File: src/rtl/led_target_pkg.sv
package led_target_pkg;
	// Serial address of the soft-reset call, valid with the write direction only
	localparam logic [6:0] SOFT_RESET_CALL_ADDR = 7'h03;
	// Power-up values of the bus-writable address registers
	localparam logic [7:0] GROUP_BROADCAST_RESET = 8'hE0;
	localparam logic [7:0] SUBGROUP_ONE_RESET = 8'hE2;
	localparam logic [7:0] SUBGROUP_TWO_RESET = 8'hE4;
	localparam logic [7:0] SUBGROUP_THREE_RESET = 8'hE8;
	// Writable part of mode register one: low power, three subgroup enables, broadcast enable
	localparam logic [4:0] MODE_ONE_RESET = 5'h11;
	localparam int SLEEP_BIT = 4;
	localparam int SUBGROUP_ONE_BIT = 3;
	localparam int SUBGROUP_TWO_BIT = 2;
	localparam int SUBGROUP_THREE_BIT = 1;
	localparam int BROADCAST_BIT = 0;
	// Register indices reached through the pointer
	localparam logic [3:0] REG_MODE_ONE = 4'h0;
	localparam logic [3:0] REG_SUBGROUP_ONE = 4'h9;
	localparam logic [3:0] REG_SUBGROUP_TWO = 4'hA;
	localparam logic [3:0] REG_SUBGROUP_THREE = 4'hB;
	localparam logic [3:0] REG_GROUP_BROADCAST = 4'hC;
	localparam logic [3:0] REG_FIRST = 4'h0;
	localparam logic [3:0] REG_LAST = 4'hC;
	localparam logic [3:0] POINTER_RESET = 4'h0;
	localparam logic [2:0] SELECTOR_RESET = 3'h0;
	// Control byte layout
	localparam int POINTER_LSB = 0;
	localparam int POINTER_MSB = 3;
	localparam int SELECTOR_LSB = 5;
	localparam int SELECTOR_MSB = 7;
	localparam int ENABLE_BIT = 2;
	// Increment selector codes and their wrap ranges
	localparam logic [2:0] SEL_ALL = 3'h4;
	localparam logic [2:0] SEL_BRIGHTNESS = 3'h5;
	localparam logic [2:0] SEL_GROUP_CTRL = 3'h6;
	localparam logic [2:0] SEL_BOTH = 3'h7;
	localparam logic [3:0] BRIGHTNESS_FIRST = 4'h2;
	localparam logic [3:0] BRIGHTNESS_LAST = 4'h5;
	localparam logic [3:0] GROUP_CTRL_FIRST = 4'h6;
	localparam logic [3:0] GROUP_CTRL_LAST = 4'h7;
	localparam logic [2:0] LAST_BIT = 3'h7;
	localparam logic [2:0] FIRST_BIT = 3'h0;
	localparam int WRITE_FIFO_DEPTH = 8;

	typedef struct packed {
		logic [3:0] index;
		logic [7:0] data;
	} write_word_type;

	typedef enum logic [8:0] {
		ST_IDLE = 9'h001,
		ST_ADDR = 9'h002,
		ST_ADDR_ACK = 9'h004,
		ST_CTRL = 9'h008,
		ST_CTRL_ACK = 9'h010,
		ST_WDATA = 9'h020,
		ST_WDATA_ACK = 9'h040,
		ST_RDATA = 9'h080,
		ST_RACK = 9'h100
	} target_state_type;
endpackage

File: src/rtl/led_target_fifo.sv
`timescale 1ns/1ps
module led_target_fifo #(
	parameter int WIDTH = 12,
	parameter int DEPTH = 8
) (
	input wire logic clk,
	input wire logic rst_n,
	input wire logic [WIDTH-1:0] in_data,
	input wire logic in_valid,
	output logic in_ready,
	output logic [WIDTH-1:0] out_data,
	output logic out_valid,
	input wire logic out_ready
);
	localparam int PW = (DEPTH > 1) ? $clog2(DEPTH) : 1;
	localparam int CW = $clog2(DEPTH + 1);
	localparam logic [CW-1:0] FULL_COUNT = CW'(DEPTH);
	localparam logic [PW-1:0] LAST_SLOT = PW'(DEPTH - 1);

	logic [WIDTH-1:0] mem [DEPTH];
	logic [PW-1:0] wr_ptr;
	logic [PW-1:0] rd_ptr;
	logic [CW-1:0] count;
	logic push;
	logic pop;

	// Output word sits in its own register, so the port never sees the array mux
	assign in_ready = (count != FULL_COUNT);
	assign push = in_valid && in_ready;
	assign pop = (count != '0) && (!out_valid || out_ready);

	always_ff @(posedge clk) begin
		if (push) begin
			mem[wr_ptr] <= in_data;
		end
	end

	always_ff @(posedge clk or negedge rst_n) begin
		if (!rst_n) begin
			wr_ptr <= '0;
			rd_ptr <= '0;
			count <= '0;
		end else begin
			if (push) begin
				wr_ptr <= (wr_ptr == LAST_SLOT) ? '0 : wr_ptr + 1'b1;
			end
			if (pop) begin
				rd_ptr <= (rd_ptr == LAST_SLOT) ? '0 : rd_ptr + 1'b1;
			end
			if (push && !pop) begin
				count <= count + 1'b1;
			end else if (pop && !push) begin
				count <= count - 1'b1;
			end
		end
	end

	always_ff @(posedge clk or negedge rst_n) begin
		if (!rst_n) begin
			out_data <= '0;
			out_valid <= 1'b0;
		end else if (pop) begin
			out_data <= mem[rd_ptr];
			out_valid <= 1'b1;
		end else if (out_ready) begin
			out_valid <= 1'b0;
		end
	end
endmodule

File: src/rtl/led_target.sv
`timescale 1ns/1ps
module led_target
	import led_target_pkg::*;
#(
	parameter logic [6:0] FIXED_ADDRESS = 7'h00,
	parameter logic [6:0] PIN_MASK = 7'h7F,
	parameter int FIFO_DEPTH = led_target_pkg::WRITE_FIFO_DEPTH
) (
	input wire logic REF_CLK,
	input wire logic RST_N,
	input wire logic SCL_IN,
	output logic SCL_OUT,
	output logic SCL_OE,
	input wire logic SDA_IN,
	output logic SDA_OUT,
	output logic SDA_OE,
	input wire logic [6:0] ADDR_PINS,
	output led_target_pkg::write_word_type WR_WORD,
	output logic WR_VALID,
	input wire logic WR_READY,
	output logic [3:0] RD_INDEX,
	input wire logic [7:0] RD_DATA,
	output logic SOFT_RESET_SEEN
);
	import led_target_pkg::*;

	target_state_type state;
	logic [1:0] scl_sync;
	logic [1:0] sda_sync;
	logic [6:0] pins_meta;
	logic [6:0] pins_sync;
	logic scl_prev;
	logic sda_prev;
	logic scl_rise;
	logic scl_fall;
	logic start_seen;
	logic stop_seen;
	logic [2:0] bit_cnt;
	logic byte_full;
	logic [7:0] shreg;
	logic [7:0] tx;
	logic reading;
	logic reset_call;
	logic host_nack;
	logic wr_pend;
	logic sda_oe;
	logic scl_oe;
	logic drive_level;
	logic [3:0] pointer;
	logic [2:0] selector;
	logic [4:0] mode_one;
	logic [7:0] group_addr;
	logic [7:0] sub_one_addr;
	logic [7:0] sub_two_addr;
	logic [7:0] sub_three_addr;
	logic [6:0] regular_addr;
	logic regular_hit;
	logic group_hit;
	logic sub_hit;
	logic reset_hit;
	logic address_hit;
	logic fifo_in_ready;
	logic push;
	logic [7:0] read_byte;
	logic soft_reset_seen;
	write_word_type push_word;

	// Pointer step; a start above the range still runs through the last register
	function automatic logic [3:0] next_pointer(input logic [3:0] ptr, input logic [2:0] sel);
		logic [3:0] first;
		logic [3:0] last;
		first = REG_FIRST;
		last = REG_LAST;
		unique case (sel)
			SEL_BRIGHTNESS: begin
				first = BRIGHTNESS_FIRST;
				last = BRIGHTNESS_LAST;
			end
			SEL_GROUP_CTRL: begin
				first = GROUP_CTRL_FIRST;
				last = GROUP_CTRL_LAST;
			end
			SEL_BOTH: begin
				first = BRIGHTNESS_FIRST;
				last = GROUP_CTRL_LAST;
			end
			default: begin
				first = REG_FIRST;
				last = REG_LAST;
			end
		endcase
		if (!sel[ENABLE_BIT]) begin
			next_pointer = ptr;
		end else if (ptr == last) begin
			next_pointer = first;
		end else if (ptr == REG_LAST) begin
			next_pointer = REG_FIRST;
		end else begin
			next_pointer = ptr + 4'h1;
		end
	endfunction

	// Locally held registers answer here; everything else comes from the user side
	function automatic logic [7:0] read_value(input logic [3:0] ptr);
		unique case (ptr)
			REG_MODE_ONE: read_value = {selector, mode_one};
			REG_SUBGROUP_ONE: read_value = sub_one_addr;
			REG_SUBGROUP_TWO: read_value = sub_two_addr;
			REG_SUBGROUP_THREE: read_value = sub_three_addr;
			REG_GROUP_BROADCAST: read_value = group_addr;
			default: read_value = RD_DATA;
		endcase
	endfunction

	always_ff @(posedge REF_CLK or negedge RST_N) begin
		if (!RST_N) begin
			scl_sync <= 2'h3;
			sda_sync <= 2'h3;
			scl_prev <= 1'b1;
			sda_prev <= 1'b1;
			pins_meta <= 7'h00;
			pins_sync <= 7'h00;
		end else begin
			scl_sync <= {scl_sync[0], SCL_IN};
			sda_sync <= {sda_sync[0], SDA_IN};
			scl_prev <= scl_sync[1];
			sda_prev <= sda_sync[1];
			pins_meta <= ADDR_PINS;
			pins_sync <= pins_meta;
		end
	end

	assign scl_rise = scl_sync[1] && !scl_prev;
	assign scl_fall = !scl_sync[1] && scl_prev;
	assign start_seen = scl_sync[1] && scl_prev && sda_prev && !sda_sync[1];
	assign stop_seen = scl_sync[1] && scl_prev && !sda_prev && sda_sync[1];

	assign regular_addr = (FIXED_ADDRESS & ~PIN_MASK) | (pins_sync & PIN_MASK);
	assign regular_hit = shreg[7:1] == regular_addr;
	// Stored address LSB is not compared
	assign group_hit = mode_one[BROADCAST_BIT] && (shreg[7:1] == group_addr[7:1]);
	assign sub_hit = (mode_one[SUBGROUP_ONE_BIT] && (shreg[7:1] == sub_one_addr[7:1]))
		|| (mode_one[SUBGROUP_TWO_BIT] && (shreg[7:1] == sub_two_addr[7:1]))
		|| (mode_one[SUBGROUP_THREE_BIT] && (shreg[7:1] == sub_three_addr[7:1]));
	assign reset_hit = (shreg[7:1] == SOFT_RESET_CALL_ADDR) && !shreg[0];
	assign address_hit = regular_hit || group_hit || sub_hit || reset_hit;

	// Procedural so that a change on RD_DATA alone also refreshes the byte
	always_comb begin
		read_byte = read_value(pointer);
	end
	assign push = wr_pend && fifo_in_ready;
	assign push_word.index = pointer;
	assign push_word.data = shreg;

	// Link engine; a full write buffer stretches SCL low instead of dropping data
	always_ff @(posedge REF_CLK or negedge RST_N) begin
		if (!RST_N) begin
			state <= ST_IDLE;
			bit_cnt <= FIRST_BIT;
			byte_full <= 1'b0;
			shreg <= 8'h00;
			tx <= 8'h00;
			reading <= 1'b0;
			reset_call <= 1'b0;
			host_nack <= 1'b0;
			wr_pend <= 1'b0;
			sda_oe <= 1'b0;
			scl_oe <= 1'b0;
			pointer <= POINTER_RESET;
			selector <= SELECTOR_RESET;
		end else if (stop_seen) begin
			state <= ST_IDLE;
			byte_full <= 1'b0;
			wr_pend <= 1'b0;
			sda_oe <= 1'b0;
			scl_oe <= 1'b0;
		end else if (start_seen) begin
			state <= ST_ADDR;
			bit_cnt <= FIRST_BIT;
			byte_full <= 1'b0;
			wr_pend <= 1'b0;
			sda_oe <= 1'b0;
			scl_oe <= 1'b0;
		end else if (push) begin
			sda_oe <= 1'b1;
			wr_pend <= 1'b0;
			pointer <= next_pointer(pointer, selector);
			state <= ST_WDATA_ACK;
		end else if (wr_pend) begin
			scl_oe <= 1'b1;
		end else if (scl_oe) begin
			// Clock let go a cycle after the acknowledge, so SDA settles before SCL rises
			scl_oe <= 1'b0;
		end else if (scl_rise) begin
			unique case (state)
				ST_ADDR, ST_CTRL, ST_WDATA: begin
					shreg <= {shreg[6:0], sda_sync[1]};
					bit_cnt <= bit_cnt + 3'h1;
					if (bit_cnt == LAST_BIT) begin
						byte_full <= 1'b1;
					end
				end
				ST_RDATA: begin
					bit_cnt <= bit_cnt + 3'h1;
					if (bit_cnt == LAST_BIT) begin
						byte_full <= 1'b1;
					end
				end
				ST_RACK: begin
					pointer <= next_pointer(pointer, selector);
					host_nack <= sda_sync[1];
				end
				ST_IDLE, ST_ADDR_ACK, ST_CTRL_ACK, ST_WDATA_ACK: begin
				end
			endcase
		end else if (scl_fall) begin
			unique case (state)
				ST_IDLE: begin
				end
				ST_ADDR: begin
					if (byte_full) begin
						byte_full <= 1'b0;
						if (address_hit) begin
							sda_oe <= 1'b1;
							reading <= shreg[0];
							reset_call <= reset_hit;
							state <= ST_ADDR_ACK;
						end else begin
							state <= ST_IDLE;
						end
					end
				end
				ST_ADDR_ACK: begin
					bit_cnt <= FIRST_BIT;
					if (reading) begin
						tx <= read_byte;
						sda_oe <= !read_byte[7];
						state <= ST_RDATA;
					end else begin
						sda_oe <= 1'b0;
						state <= reset_call ? ST_IDLE : ST_CTRL;
					end
				end
				ST_CTRL: begin
					if (byte_full) begin
						byte_full <= 1'b0;
						if (shreg[POINTER_MSB:POINTER_LSB] <= REG_LAST) begin
							pointer <= shreg[POINTER_MSB:POINTER_LSB];
							selector <= shreg[SELECTOR_MSB:SELECTOR_LSB];
							sda_oe <= 1'b1;
							state <= ST_CTRL_ACK;
						end else begin
							state <= ST_IDLE;
						end
					end
				end
				ST_CTRL_ACK, ST_WDATA_ACK: begin
					sda_oe <= 1'b0;
					bit_cnt <= FIRST_BIT;
					state <= ST_WDATA;
				end
				ST_WDATA: begin
					if (byte_full) begin
						byte_full <= 1'b0;
						wr_pend <= 1'b1;
					end
				end
				ST_RDATA: begin
					if (byte_full) begin
						byte_full <= 1'b0;
						sda_oe <= 1'b0;
						state <= ST_RACK;
					end else begin
						tx <= tx << 1;
						sda_oe <= !tx[6];
					end
				end
				ST_RACK: begin
					if (host_nack) begin
						state <= ST_IDLE;
					end else begin
						tx <= read_byte;
						sda_oe <= !read_byte[7];
						bit_cnt <= FIRST_BIT;
						state <= ST_RDATA;
					end
				end
			endcase
		end
	end

	// Address and mode copies live here because matching needs them every byte
	always_ff @(posedge REF_CLK or negedge RST_N) begin
		if (!RST_N) begin
			mode_one <= MODE_ONE_RESET;
			group_addr <= GROUP_BROADCAST_RESET;
			sub_one_addr <= SUBGROUP_ONE_RESET;
			sub_two_addr <= SUBGROUP_TWO_RESET;
			sub_three_addr <= SUBGROUP_THREE_RESET;
		end else if (push) begin
			unique case (pointer)
				REG_MODE_ONE: mode_one <= shreg[SLEEP_BIT:BROADCAST_BIT];
				REG_SUBGROUP_ONE: sub_one_addr <= shreg;
				REG_SUBGROUP_TWO: sub_two_addr <= shreg;
				REG_SUBGROUP_THREE: sub_three_addr <= shreg;
				REG_GROUP_BROADCAST: group_addr <= shreg;
				default: begin
				end
			endcase
		end
	end

	always_ff @(posedge REF_CLK or negedge RST_N) begin
		if (!RST_N) begin
			soft_reset_seen <= 1'b0;
			drive_level <= 1'b0;
		end else begin
			soft_reset_seen <= scl_fall && !stop_seen && !start_seen && !wr_pend
				&& (state == ST_ADDR) && byte_full && reset_hit;
			drive_level <= 1'b0;
		end
	end

	led_target_fifo #(
		.WIDTH($bits(write_word_type)),
		.DEPTH(FIFO_DEPTH)
	) write_fifo (
		.clk(REF_CLK),
		.rst_n(RST_N),
		.in_data(push_word),
		.in_valid(push),
		.in_ready(fifo_in_ready),
		.out_data(WR_WORD),
		.out_valid(WR_VALID),
		.out_ready(WR_READY)
	);

	assign SDA_OE = sda_oe;
	assign SDA_OUT = drive_level;
	assign SCL_OE = scl_oe;
	assign SCL_OUT = drive_level;
	assign RD_INDEX = pointer;
	assign SOFT_RESET_SEEN = soft_reset_seen;
endmodule

File: config.mk
export PLATFORM = sky130hd
export DESIGN_NAME = led_target
export DESIGN_NICKNAME = d
export VERILOG_FILES = /design/src/rtl/led_target_pkg.sv /design/src/rtl/led_target_fifo.sv /design/src/rtl/led_target.sv
export SDC_FILE = /design/constraint.sdc
export NUM_CORES = 1
export LEC_CHECK = 0
export BUFFER_PORTS_ARGS = -buffer_cell sky130_fd_sc_hd__buf_4
export CAP_MARGIN = 20
export CORE_UTILIZATION = 47
export CTS_BUF_LIST = sky130_fd_sc_hd__clkbuf_4 sky130_fd_sc_hd__clkbuf_8
export CTS_CLUSTER_SIZE = 25
export DETAILED_ROUTE_END_ITERATION = 10
export SETUP_SLACK_MARGIN = 0.05
export SYNTH_ARGS = -nofsm -noshare
export SYNTH_HDL_FRONTEND = slang
export SYNTH_SLANG_ARGS = --single-unit
File: constraint.sdc
create_clock -name REF_CLK -period 8.24 [get_ports REF_CLK]
set_clock_uncertainty 0.05 [all_clocks]
set_input_delay 1.648 -clock REF_CLK [delete_from_list [all_inputs] [get_ports REF_CLK]]
set_output_delay 1.648 -clock REF_CLK [all_outputs]
set_load 0.1 [all_outputs]
==> Yosys cells after proc, flatten, opt, wreduce, memory -nomap -nowiden <==
Memories as Yosys holds them, arrays and structs flattened. A register that Yosys moved wholly into a read port is not among the register bits.
Cells that the tools add are included.
{ "totals": {"ff_bits": 110, "ramBits": 96, "in_bits": 20, "elab_cells": 278, "memories": 1} }
{ "op_classes": {"add_sub_neg": 6, "n_lt_le_gt_ge": 1, "eq_ne": 55, "mux": 102, "n_bitwise": 6, "reduce_logical": 78} }
{ "memory_table": {"columns": ["memory", "words", "width", "rd", "rd_clocked_by_memory_dff", "write_ports", "line", "source"], "rows": [
  ["write_fifo.mem", 8, 12, 1, 1, 1, "led_target_fifo.sv:20", "logic [WIDTH-1:0] mem [DEPTH];"]
]} }
{ "ops": {"columns": ["cell", "n"], "rows": [
  ["$mux W4", 27],
  ["$mux W9", 10],
  ["$pmux W9 S6", 1],
  ["$mux W1", 41],
  ["$pmux W8 S5", 1],
  ["$eq A7 B7 Y1", 5],
  ["$mux W3", 11],
  ["$ne A5 B4 Y1 const B", 6],
  ["$reduce_and A10 Y1", 3],
  ["$logic_and A1 B1 Y1", 23],
  ["$reduce_and A11 Y1", 2],
  ["$mux W7", 3],
  ["$pmux W7 S3", 1],
  ["$reduce_and A7 Y1", 3],
  ["$eq A3 B3 Y1 const B", 6],
  ["$reduce_bool A3 Y1", 6],
  ["$eq A4 B4 Y1 const B", 4],
  ["$mux W8", 2],
  ["$reduce_and A8 Y1", 2],
  ["$reduce_bool A4 Y1", 4],
  ["$logic_not A1 Y1", 14],
  ["$ne A2 B2 Y1 const B", 7],
  ["$pmux W3 S2", 2],
  ["$reduce_and A2 Y1", 5],
  ["33 further kinds", 59]
]} }

==> Depth between registers and ports, before layout <==
Gate-level depths: netlist of the first run.
{ "logic_depth": {"depth_word": 18, "mapped_depth": 12, "mapped_depth_nobuf": 11} }

==> Hierarchy <==
A second synthesis of the first run with hierarchy kept.
{ "unflattened": {"cells_unflattened": 806, "area_unflattened_um2": 10248.6} }
{ "by_module_without_submodules": {"columns": ["module", "instances", "cells_per_inst", "area_each_um2", "seq_area_each_um2"], "rows": [
  ["led_target", 1, 504, 5439.0, 2507.4],
  ["led_target_fifo", 1, 302, 4809.6, 3458.3]
]} }

==> Worst setup path after synthesis of the first run <==
No wires, ideal clock.
{ "synth_path": {"path_kind": "input to register", "start": "in WR_READY", "end": "reg write_fifo.count[3]", "setup_time_ns": 0.125, "t_arrival_ns": 3.729, "required_time_ns": 8.065, "slack_ns": 4.335, "cell_stages": 12, "path_buffers": 1, "path_cell_list": "inv_1 a21oi_1 clkbuf_1 inv_1 ha_1 inv_1 ha_1 a21o_1 a21oi_1 xnor2_1 nor2_1 xor2_1"} }
{ "synth_between": {"elab_chain_cells": 5, "word_cells_on_any_way": 7} }
{ "synth_lines": {"columns": ["element", "line", "source"], "rows": [
  ["start: declaration", "led_target.sv:20", "input wire logic WR_READY,"],
  ["$logic_or A1 B1 Y1 (*)", "led_target_fifo.sv:30", "assign pop = (count != '0) && (!out_valid || out_ready);"],
  ["$logic_and A1 B1 Y1 (*)", "led_target_fifo.sv:30", null],
  ["$logic_not A1 Y1", "led_target_fifo.sv:50", "if (push && !pop) begin"],
  ["$logic_and A1 B1 Y1", "led_target_fifo.sv:50", null],
  ["$mux W4 or $reduce_bool A2 Y1 (tied branches)", null, null],
  ["end signal: assignment", "led_target_fifo.sv:51", "count <= count + 1'b1;"],
  ["end signal: assignment", "led_target_fifo.sv:53", "count <= count - 1'b1;"],
  ["end: declaration", "led_target_fifo.sv:23", "logic [CW-1:0] count;"]
]} }
Mark *: on every way between the ends. The rest lies on a longest branch, timed or not.
A chain may end at the register's enable or synchronous reset.

==> Worst setup path after layout of the first run <==
{ "layout_path": {"start": "reg pointer[3] (netlist: RD_INDEX[3])", "end": "out RD_INDEX[3]"} }
{ "layout_rtl": {"columns": ["element", "line", "source"], "rows": [
  ["start: declaration", "led_target.sv:49", "logic [3:0] pointer;"],
  ["start signal: assignment", "led_target.sv:188", "pointer <= next_pointer(pointer, selector);"],
  ["start signal: assignment", "led_target.sv:211", "pointer <= next_pointer(pointer, selector);"],
  ["start signal: assignment", "led_target.sv:249", "pointer <= shreg[POINTER_MSB:POINTER_LSB];"],
  ["end: declaration", "led_target.sv:21", "output logic [3:0] RD_INDEX,"]
]} }
No word-level cell between the ends.

==> metrics.md, run 1 <==
| Metric | Value |
|---|---|
| Status | complete, no violations |
| Slowest cell on crit path | dfrtp_1 |
| Dpl hpwl | 14.2 mm |
| Die H | 147 um |
| Yosys reg bits | 218 |
| Worst EP arrival | 1.59 ns |
| Comb power frac | 21.7% |
| Switch share | 32.1% |
| Final Core Density | 54.7% |
| CTS Buf Count | 37 |
| Clk slew on worst S/H paths | 0.06 ns |
| Drt pass-1 iters | 5 |
| Worst vdd ir | 0.144 mV |
| Detailed-route wire length per cell | 20.1 um |
| Hold bufs inserted after CTS | 0 |
| Chip Width | 147 um |
| Vias per inst | 5.71 |
| Clock latency on the worst-skew pair | 0.52 ns |
| Overflow after GRT | 0 |
| Post-CTS Repair Setup Buffers | 0 |
| Met2 Use GR | 35.7% |
| CTS tree | done |
| Initial antenna violation count | 0 |
| Synth top area share | 29.2% |
| Buf+Inv Stages, Crit Path | 1 |
| Final setup TNS | 0 ns |
| Placed Cells incl. Taps | 1000 |
| CTS Buffer Depth | 3 |
| Critical Path Start Type | flop |
| Fmax | 0.304 GHz |
| Largest net degree at the start of global routing | 75 |
| Setup CP Type | reg2out |
| Setup slack, reg-to-reg | 5.21 ns |
| Number of max-cap violations | 0 |
| Synthesized instance count | 718 |
| Vias | 6088 |
| Mapped Area | 9860 um^2 |
| Cell internal pwr | 1.96 mW |
| Clk pwr share | 33.4% |
| Final std cells w/o fill | 1067 |
| M3 GR Usage | 4.07% |
| GRT Util Overall | 20.7% |
| Most Crowded Layer GR | met2 |
| Die area | 21600 um^2 |
| Largest delay contributor family on the critical path | flip-flops |
| Rel. slew slack | 36.6% |
| First-pass GRT wire length | 34.5 mm |
| RSZ-0062 raised after global routing | false |
| # H-tree levels | 2 |
| Register share of total power | 44.9% |
| RePlAce Congestion | 0.832 |
| Row cnt | 52 |
| Post-cts repair resize count | 0 |
| Crit path cell chain | buf_4 |
| NumNets Final | 807 |
| Met1 Use GR | 26.2% |
| Max-slew violations | 0 |
| CTS sink count | 218 |
| Vias in the first global route | 6393 |
| LEAKAGE | 4.45 nW |
| Root buf cell | clkbuf_8 |
| Setup violations, final | 0 |
| Endpoints failing hold | 0 |
| CP max FO | 16 |
| Post-synth EDFFs | 96 |
| Period minus WS final | 3.29 ns |
| Hold WC Path Type | reg2reg |
| Worst slew pin tran | 0.951 ns |
| DR iter-0 viols | 440 |
| Power per cell area | 259 nW/um^2 |
| Synth top area cells | edfxtp_1 29%, dfrtp_1 25%, dfstp_2 6.4% |
| Area leader, netlist | edfxtp_1 |
| Psw | 0.930 mW |
| Syn avg cell area | 13.7 um^2 |
| Area of the core | 20400 um^2 |
| Layout cells sized above 1 | 29.0% |
| Syn. warnings | 0 |
| Post-synth top flop | dfrtp_1 |
| Seq/Total Area, Yosys | 60.5% |
| Post-route clock period utilization | 39.9% |
| I/O Buffers | 39 |
| Starting Density | 48.3% |
| Critical path endpoint category | output pin |
| Layout area overhead | 13.4% |
| Routed Wire Length | 21.4 mm |
| Antenna diode count | 0 |
| Post-DRT Antenna Nets | 0 |
| Yosys cell types | 73 |
| CP Data Required Time | 6.54 ns |
| Async SR Flop Fraction | 56.0% |
| Number of I/O pins | 42 |
| Crit path largest cell delay | 0.67 ns |
| Drt drc | 0 |
[synthesized netlist by cell type (17+ instances only)]
library cell,count
nand4_1,19
ha_1,17
clkbuf_1,23
mux4_2,24
dfstp_2,24
dfrtp_1,98
nand2_1,48
o21ai_0,22
nor2_1,40
xnor2_1,31
edfxtp_1,96
mux2_2,54
a21oi_1,25
[cell usage in the layout, fill, tap and decap left out, types with 16 or more instances in the layout]
master,instances
mux4_2,24
clkbuf_8,41
ha_1,17
edfxtp_1,96
nand3_1,16
nor2_1,40
o21ai_0,22
xnor2_1,31
nand4_1,19
mux2_2,54
dfrtp_1,98
dfstp_2,24
nand2_1,48
a21oi_1,24
buf_4,52
mux2i_1,16
[power by group through the flow]
stage	Clock (mW)	Combinational, mW	Sequential, mW
6_report	0.967	0.629	1.30
5_1_grt	1.04	0.673	1.31
4_1_cts	0.992	0.637	1.30
3_5_place_dp	0	0.636	1.32
3_3_place_gp	0	0.597	1.33
2_1_floorplan	0	0.307	1.48
[registers in the layout (all words and copies together) (netlist names), 2 cells and up]
register             flops
write_fifo.mem          96
write_fifo.out_data     12
state                    9
group_addr               8
shreg                    8
sub_one_addr             8
sub_three_addr           8
sub_two_addr             8
pins_meta                7
pins_sync                7
tx                       7
mode_one                 5
RD_INDEX                 4
write_fifo.count         4
bit_cnt                  3
selector                 3
write_fifo.rd_ptr        3
write_fifo.wr_ptr        3
scl_sync                 2
sda_sync                 2
[logic make-up after synthesis]
logic type               synth area share, %
flip-flops                              60.5
AND/OR/NAND/NOR                         9.49
AO/OA/AOI/OAI                           7.77
multiplexers                            13.3
buffers and inverters                   2.64
XOR/XNOR                                3.91
adder cells (fa/ha/maj)                 2.36
other                                 0.0380
[routing by layer]
| layer | part of all wire [%] | vias to the layer above |
|---|---|---|
| met4 | 2.0 | 0 |
| met3 | 4.6 | 38 |
| li1 | - | 2796 |
| met2 | 50 | 157 |
| met1 | 43 | 3097 |
| met5 | 0 | - |
[cell type report]
class,count,area [um^2]
clock buffers,44,587
clock inverters,23,163
fillers,1704,9250
inverters,16,60.1
multi-input cells,443,3650
flip-flops and latches,218,5970
well taps,270,338
repair buffers,53,418
[path summary, 6_finish.rpt]
check | startpoint | to | cells after the start
hold / removal | pins_meta[0] | pins_sync[0] | 0
setup / recovery | RD_INDEX[3] | RD_INDEX[3] | 1
max in group asynchronous | RST_N | pins_sync[6] | 2
setup reg to reg | write_fifo.count[0] | write_fifo.count[3] | 11
hold reg to reg | pins_meta[0] | pins_sync[0] | 0
min in group asynchronous | RST_N | write_fifo.out_valid | 1
[metrics by stage]
step                      area (um^2)  hold slack, ns  total power, mW  worst slack (ns)
after floorplan                  9860           0.281             1.78              4.34
after global placement          10400           0.285             1.92              4.54
after detailed placement        10400           0.285             1.96              4.46
after CTS                       11200           0.299             2.93              4.92
after global routing            11200           0.302             3.02              4.86
final                           11200           0.298             2.90              4.95
Power figures use the tool's default switching activity.
==> run 2, diff against run 1 <==
- clock period: 8.24 -> 3.3 ns (I/O delays scaled with it)
==> run 2 against run 1 <==
Via count grew 1.2%. Sequential share of layout area shrank 0.53 points. Core utilization grew 0.55 points. First-iteration DRC count shrank 1.1%. Register-to-register slack lost 4.8 ns. Sequential power grew to 2.5 times the previous value. Final cell count grew 1.1%. Hold slack lost 0.22 ns. Clock power grew to 2.6 times the previous value. Flip-flop and latch count is the same. Total power grew to 2.5 times the previous value. Critical endpoint is now write_fifo.count[3]. Largest power group unchanged.
==> metrics.md, run 2 (synthesized netlist as in run 1, its figures left out) <==
| Metric | Value |
|---|---|
| Critical path endpoint category | flop |
| Layout cells sized above 1 | 30.7% |
| Post-cts repair resize count | 0 |
| Hold bufs inserted after CTS | 0 |
| Layout area overhead | 14.5% |
| Worst vdd ir | 0.270 mV |
| Post-DRT Antenna Nets | 0 |
| NumNets Final | 818 |
| Row cnt | 52 |
| First-pass GRT wire length | 35.2 mm |
| CTS tree | done |
| # H-tree levels | 2 |
| Setup slack, reg-to-reg | 0.46 ns |
| DR iter-0 viols | 435 |
| Chip Width | 147 um |
| Setup CP Type | reg2reg |
| Rel. slew slack | 40.7% |
| Drt pass-1 iters | 6 |
| Area of the core | 20400 um^2 |
| Buf+Inv Stages, Crit Path | 2 |
| CP Data Required Time | 3.67 ns |
| Overflow after GRT | 0 |
| Vias in the first global route | 6429 |
| Power per cell area | 650 nW/um^2 |
| Post-route clock period utilization | 86.1% |
| Critical Path Start Type | flop |
| Starting Density | 48.3% |
| Die H | 147 um |
| LEAKAGE | 4.55 nW |
| Drt drc | 0 |
| Hold WC Path Type | in2async |
| CTS Buf Count | 38 |
| Worst slew pin tran | 0.882 ns |
| RePlAce Congestion | 0.848 |
| Crit path top cell by count | ha_1 |
| Routed Wire Length | 21.8 mm |
| Placed Cells incl. Taps | 1010 |
| Commonest non-fill, non-tap cell in the layout | dfrtp_1 |
| RSZ-0062 raised after global routing | false |
| Initial antenna violation count | 0 |
| Final setup TNS | 0 ns |
| Slowest cell on crit path | or4b_4 |
| Biggest regs | write_fifo.mem x96, write_fifo.out_data x12, state x9 |
| Largest register FFs | 96 |
| Setup violations, final | 0 |
| GRT Util Overall | 21.2% |
| Post-CTS Repair Setup Buffers | 0 |
| Overall power | 7.34 mW |
| Max-slew violations | 0 |
| CTS Buffer Depth | 3 |
| Detailed-route wire length per cell | 20.2 um |
| CP max FO | 13 |
| Vias | 6160 |
| Die area | 21600 um^2 |
| Crit path cell chain | or4b_4 -> nand2_2 -> inv_2 -> ha_1 -> inv_1 -> ha_1 -> a21o_1 -> a21oi_1 -> xnor2_1 -> nor2_1 -> xor2_1 |
| Worst EP arrival | 3.21 ns |
| Dpl hpwl | 14.7 mm |
| Largest net degree at the start of global routing | 56 |
| Top reg by flops | write_fifo.mem |
| Largest delay contributor family on the critical path | simple AND/OR/NAND/NOR gates |
| Clock latency on the worst-skew pair | 0.54 ns |
| RR Endpoint | write_fifo.count[3] |
| I/O Buffers | 39 |
| Clk slew on worst S/H paths | 0.06 ns |
| Period minus WS final | 2.84 ns |
| Most frequent cells in the layout | 98 x dfrtp_1, 96 x edfxtp_1, 62 x buf_4 |
| Number of max-cap violations | 0 |
| CTS sink count | 218 |
| Crit path largest cell delay | 0.61 ns |
| Vias per inst | 5.71 |
| Worst R2R Path Depth | 11 |
| R2r startpoint | write_fifo.count[0] |
| Fmax | 0.352 GHz |
| Antenna diode count | 0 |
| Endpoints failing hold | 0 |
| Number of I/O pins | 42 |
| Status | complete, no violations |
| Root buf cell | clkbuf_8 |
| Final std cells w/o fill | 1079 |
==> run 2: final cells by class <==
| cell class | count | area [um^2] |
|---|---|---|
| fill | 1740 | 9140 |
| sequential | 218 | 5970 |
| multi-input combinational | 443 | 3650 |
| clock buffer | 56 | 702 |
| timing repair buffer | 63 | 485 |
| tap | 270 | 338 |
| clock inverter | 13 | 91.3 |
| inverter | 16 | 60.1 |
==> run 2: worst max path at each step <==
stage	startpoint	end	slack [ns]	cells after the start
finish	write_fifo.count[0]	write_fifo.count[3]	0.46	11
floorplan	RD_INDEX[0]	SDA_OE	0.1	7
global placement	write_fifo.count[0]	write_fifo.count[3]	0.59	11
detailed placement	write_fifo.count[0]	write_fifo.count[3]	0.47	11
global route	write_fifo.count[0]	write_fifo.count[3]	0.31	11
CTS	write_fifo.count[0]	write_fifo.count[3]	0.44	11
==> run 2: power breakdown <==
part / internal [mW] / total (mW) / switching, mW
combinational: 0.549 / 1.53 / 0.977
clock: 1.45 / 2.54 / 1.09
sequential: 3.00 / 3.27 / 0.269
total: 5.00 / 7.34 / 2.34
==> run 2: per-layer routing <==
metal / GRT usage [%] / wire (um)
met5: 0 / 0
met2: 35.2 / 10700
met1: 27.9 / 9330
met4: 8.02 / 492
met3: 3.85 / 1270
==> run 2: per-stage QoR <==
| step | hold slack, ns | worst slack [ns] | util [%] | instance area (um^2) |
|---|---|---|---|---|
| 3_5_place_dp | 0.289 | 0.473 | 51.4 | 10500 |
| 2_1_floorplan | 0.281 | 0.0962 | - | 9860 |
| 5_1_grt | 0.105 | 0.308 | 55.3 | 11300 |
| 3_3_place_gp | 0.284 | 0.588 | 51.4 | 10500 |
| 6_report | 0.0826 | 0.458 | 55.3 | 11300 |
| 4_1_cts | 0.0895 | 0.437 | 55.3 | 11300 |
==> run 3, diff against run 2 <==
- CTS_BUF_LIST: sky130_fd_sc_hd__clkbuf_4 sky130_fd_sc_hd__clkbuf_8 -> not set
- CTS_CLUSTER_DIAMETER: not set -> 40
- SLEW_MARGIN: not set -> 10
==> run 3 against run 2 <==
Non-clock buffer count stayed put. Routed wire length shrank 1.4%. Highest routed layer unchanged. Sequential share of layout area is 1.0 points lower. Largest cell class unchanged. Count of clock-buffer cells in the layout shrank 24.
==> metrics.md, run 3 (synthesized netlist as in run 1, its figures left out) <==
| Metric | Value |
|---|---|
| Status | complete, no violations |
| Detailed-route wire length per cell | 20.2 um |
| RSZ-0062 raised after global routing | false |
| I/O Buffers | 39 |
| Period minus WS final | 2.83 ns |
| Endpoints failing hold | 0 |
| Number of I/O pins | 42 |
| NumNets Final | 810 |
| Register area | 5970 um^2 |
| Placed Cells incl. Taps | 1010 |
| Setup slack, reg-to-reg | 0.47 ns |
| Hold_ws | 0.0691 ns |
| Dpl hpwl | 14.7 mm |
| PnR worst setup slack | 0.473 ns |
| R2r startpoint | write_fifo.count[0] |
| Vias per inst | 5.74 |
| Drt drc | 0 |
| Cell internal pwr | 5.44 mW |
| Clock latency on the worst-skew pair | 0.55 ns |
| Psw | 2.50 mW |
| Final setup TNS | 0 ns |
| Critical path endpoint category | flop |
| Drt pass-1 iters | 7 |
| CP max FO | 13 |
| Clk pwr share | 39.6% |
| CP Launch Point | write_fifo.count[0] |
| Largest register FFs | 96 |
| Register share of total power | 41.2% |
| Crit path largest cell delay | 0.61 ns |
| Final std cells w/o fill | 1066 |
| CTS Buffer Depth | 3 |
| Most frequent cells in the layout | 98 x dfrtp_1, 96 x edfxtp_1, 62 x buf_4 |
| CP Data Required Time | 3.67 ns |
| Die area | 21600 um^2 |
| CTS Buf Count | 30 |
| Area of the multi-input gates | 3650 um^2 |
| Layout cells sized above 1 | 29.6% |
| Critical Path Start Type | flop |
| Post-cts repair resize count | 0 |
| Worst vdd ir | 0.401 mV |
| Biggest regs | write_fifo.mem x96, write_fifo.out_data x12, state x9 |
| Commonest non-fill, non-tap cell in the layout | dfrtp_1 |
| Power per cell area | 690 nW/um^2 |
| First-pass GRT wire length | 35.0 mm |
| Top reg by flops | write_fifo.mem |
| Post-route clock period utilization | 85.7% |
| Setup CP Type | reg2reg |
| Worst R2R Path Depth | 11 |
| Fill count | 1695 |
| # H-tree levels | 1 |
| LEAKAGE | 4.62 nW |
| CTS tree | done |
| Vias | 6118 |
| Largest delay contributor family on the critical path | simple AND/OR/NAND/NOR gates |
| Area of the core | 20400 um^2 |
| RePlAce Congestion | 0.848 |
| Place WS | 0.473 ns |
| GRT Util Overall | 20.9% |
| Fmax | 0.354 GHz |
| Post-CTS Repair Setup Buffers | 0 |
| Die H | 147 um |
| Overflow after GRT | 0 |
| Number of max-cap violations | 0 |
| Hold WC Path Type | in2async |
| Initial antenna violation count | 0 |
| Max-slew violations | 0 |
| DR iter-0 viols | 377 |
| RR Endpoint | write_fifo.count[3] |
| Slowest cell on crit path | or4b_4 |
| Crit path cell chain | or4b_4 -> nand2_2 -> inv_2 -> ha_1 -> inv_1 -> ha_1 -> a21o_1 -> a21oi_1 -> xnor2_1 -> nor2_1 -> xor2_1 |
| Crit path top cell by count | ha_1 |
| Chip Width | 147 um |
| Row cnt | 52 |
| Routed Wire Length | 21.5 mm |
| Clk slew on worst S/H paths | 0.06 ns |
| Layout area overhead | 16.7% |
| Rel. slew slack | 40.0% |
| Worst slew pin tran | 0.900 ns |
| Worst Setup EP | write_fifo.count[3] |
| Comb power frac | 19.2% |
| Switch share | 31.5% |
| CTS sink count | 218 |
| Setup violations, final | 0 |
| Worst EP arrival | 3.19 ns |
| Post-DRT Antenna Nets | 0 |
| Buf+Inv Stages, Crit Path | 2 |
| Critical path depth | 11 |
| Root buf cell | clkbuf_16 |
| Antenna diode count | 0 |
| Largest net degree at the start of global routing | 56 |
| Hold bufs inserted after CTS | 0 |
| Starting Density | 48.3% |
| Vias in the first global route | 6330 |
==> run 3: through the flow <==
step	power, mW	util, %	instance area, um^2
after floorplan	4.45	-	9860
after global routing	8.29	56.3	11500
after CTS	8.05	56.3	11500
after detailed placement	4.87	51.4	10500
final	7.94	56.3	11500
after global placement	4.83	51.4	10500
==> run 3: metal layers <==
layer  track usage (%)  wire length, um  up-vias
li1                  -                -     2793
met1              27.9             9270     3114
met2              35.4            10800      172
met3              3.14             1050       39
met4              6.35              414        0
met5                 0                0        -
==> run 3: how the worst min path moves through the flow <==
stage                        endpoint  cells after the start         start  slack [ns]
2_1_floorplan            pins_sync[0]                      0  pins_meta[0]        0.28
3_3_place_gp             pins_sync[3]                      0  pins_meta[3]        0.28
6_report       write_fifo.out_data[2]                      1         RST_N        0.07
4_1_cts                   selector[0]                      1         RST_N        0.08
3_5_place_dp             pins_sync[1]                      0  pins_meta[1]        0.29
5_1_grt        write_fifo.out_data[2]                      1         RST_N        0.09
==> run 3: worst reg2reg max path: cells and delay by family (launching register included) <==
family | cells | cell delay [ns]
flip-flops | 1 | 0.45
adder cells (fa/ha/maj) | 2 | 0.49
buffers and inverters | 2 | 0.27
AO/OA/AOI/OAI | 2 | 0.39
XOR/XNOR | 2 | 0.28
AND/OR/NAND/NOR | 3 | 0.78
==> run 3: power groups by stage <==
stage / sequential [mW] / combinational (mW) / clock [mW]
after floorplan: 3.69 / 0.766 / 0
after global placement: 3.32 / 1.50 / 0
after detailed placement: 3.33 / 1.54 / 0
after CTS: 3.28 / 1.54 / 3.23
after global routing: 3.31 / 1.63 / 3.35
final: 3.27 / 1.52 / 3.15
==> run 3: area by class of cell <==
type	instances	area share, %
inverters	16	0.522
clock buffers	32	6.68
repair buffers	63	4.22
clock inverters	24	2.13
well taps	270	2.94
multi-input cells	443	31.7
flip-flops and latches	218	51.8
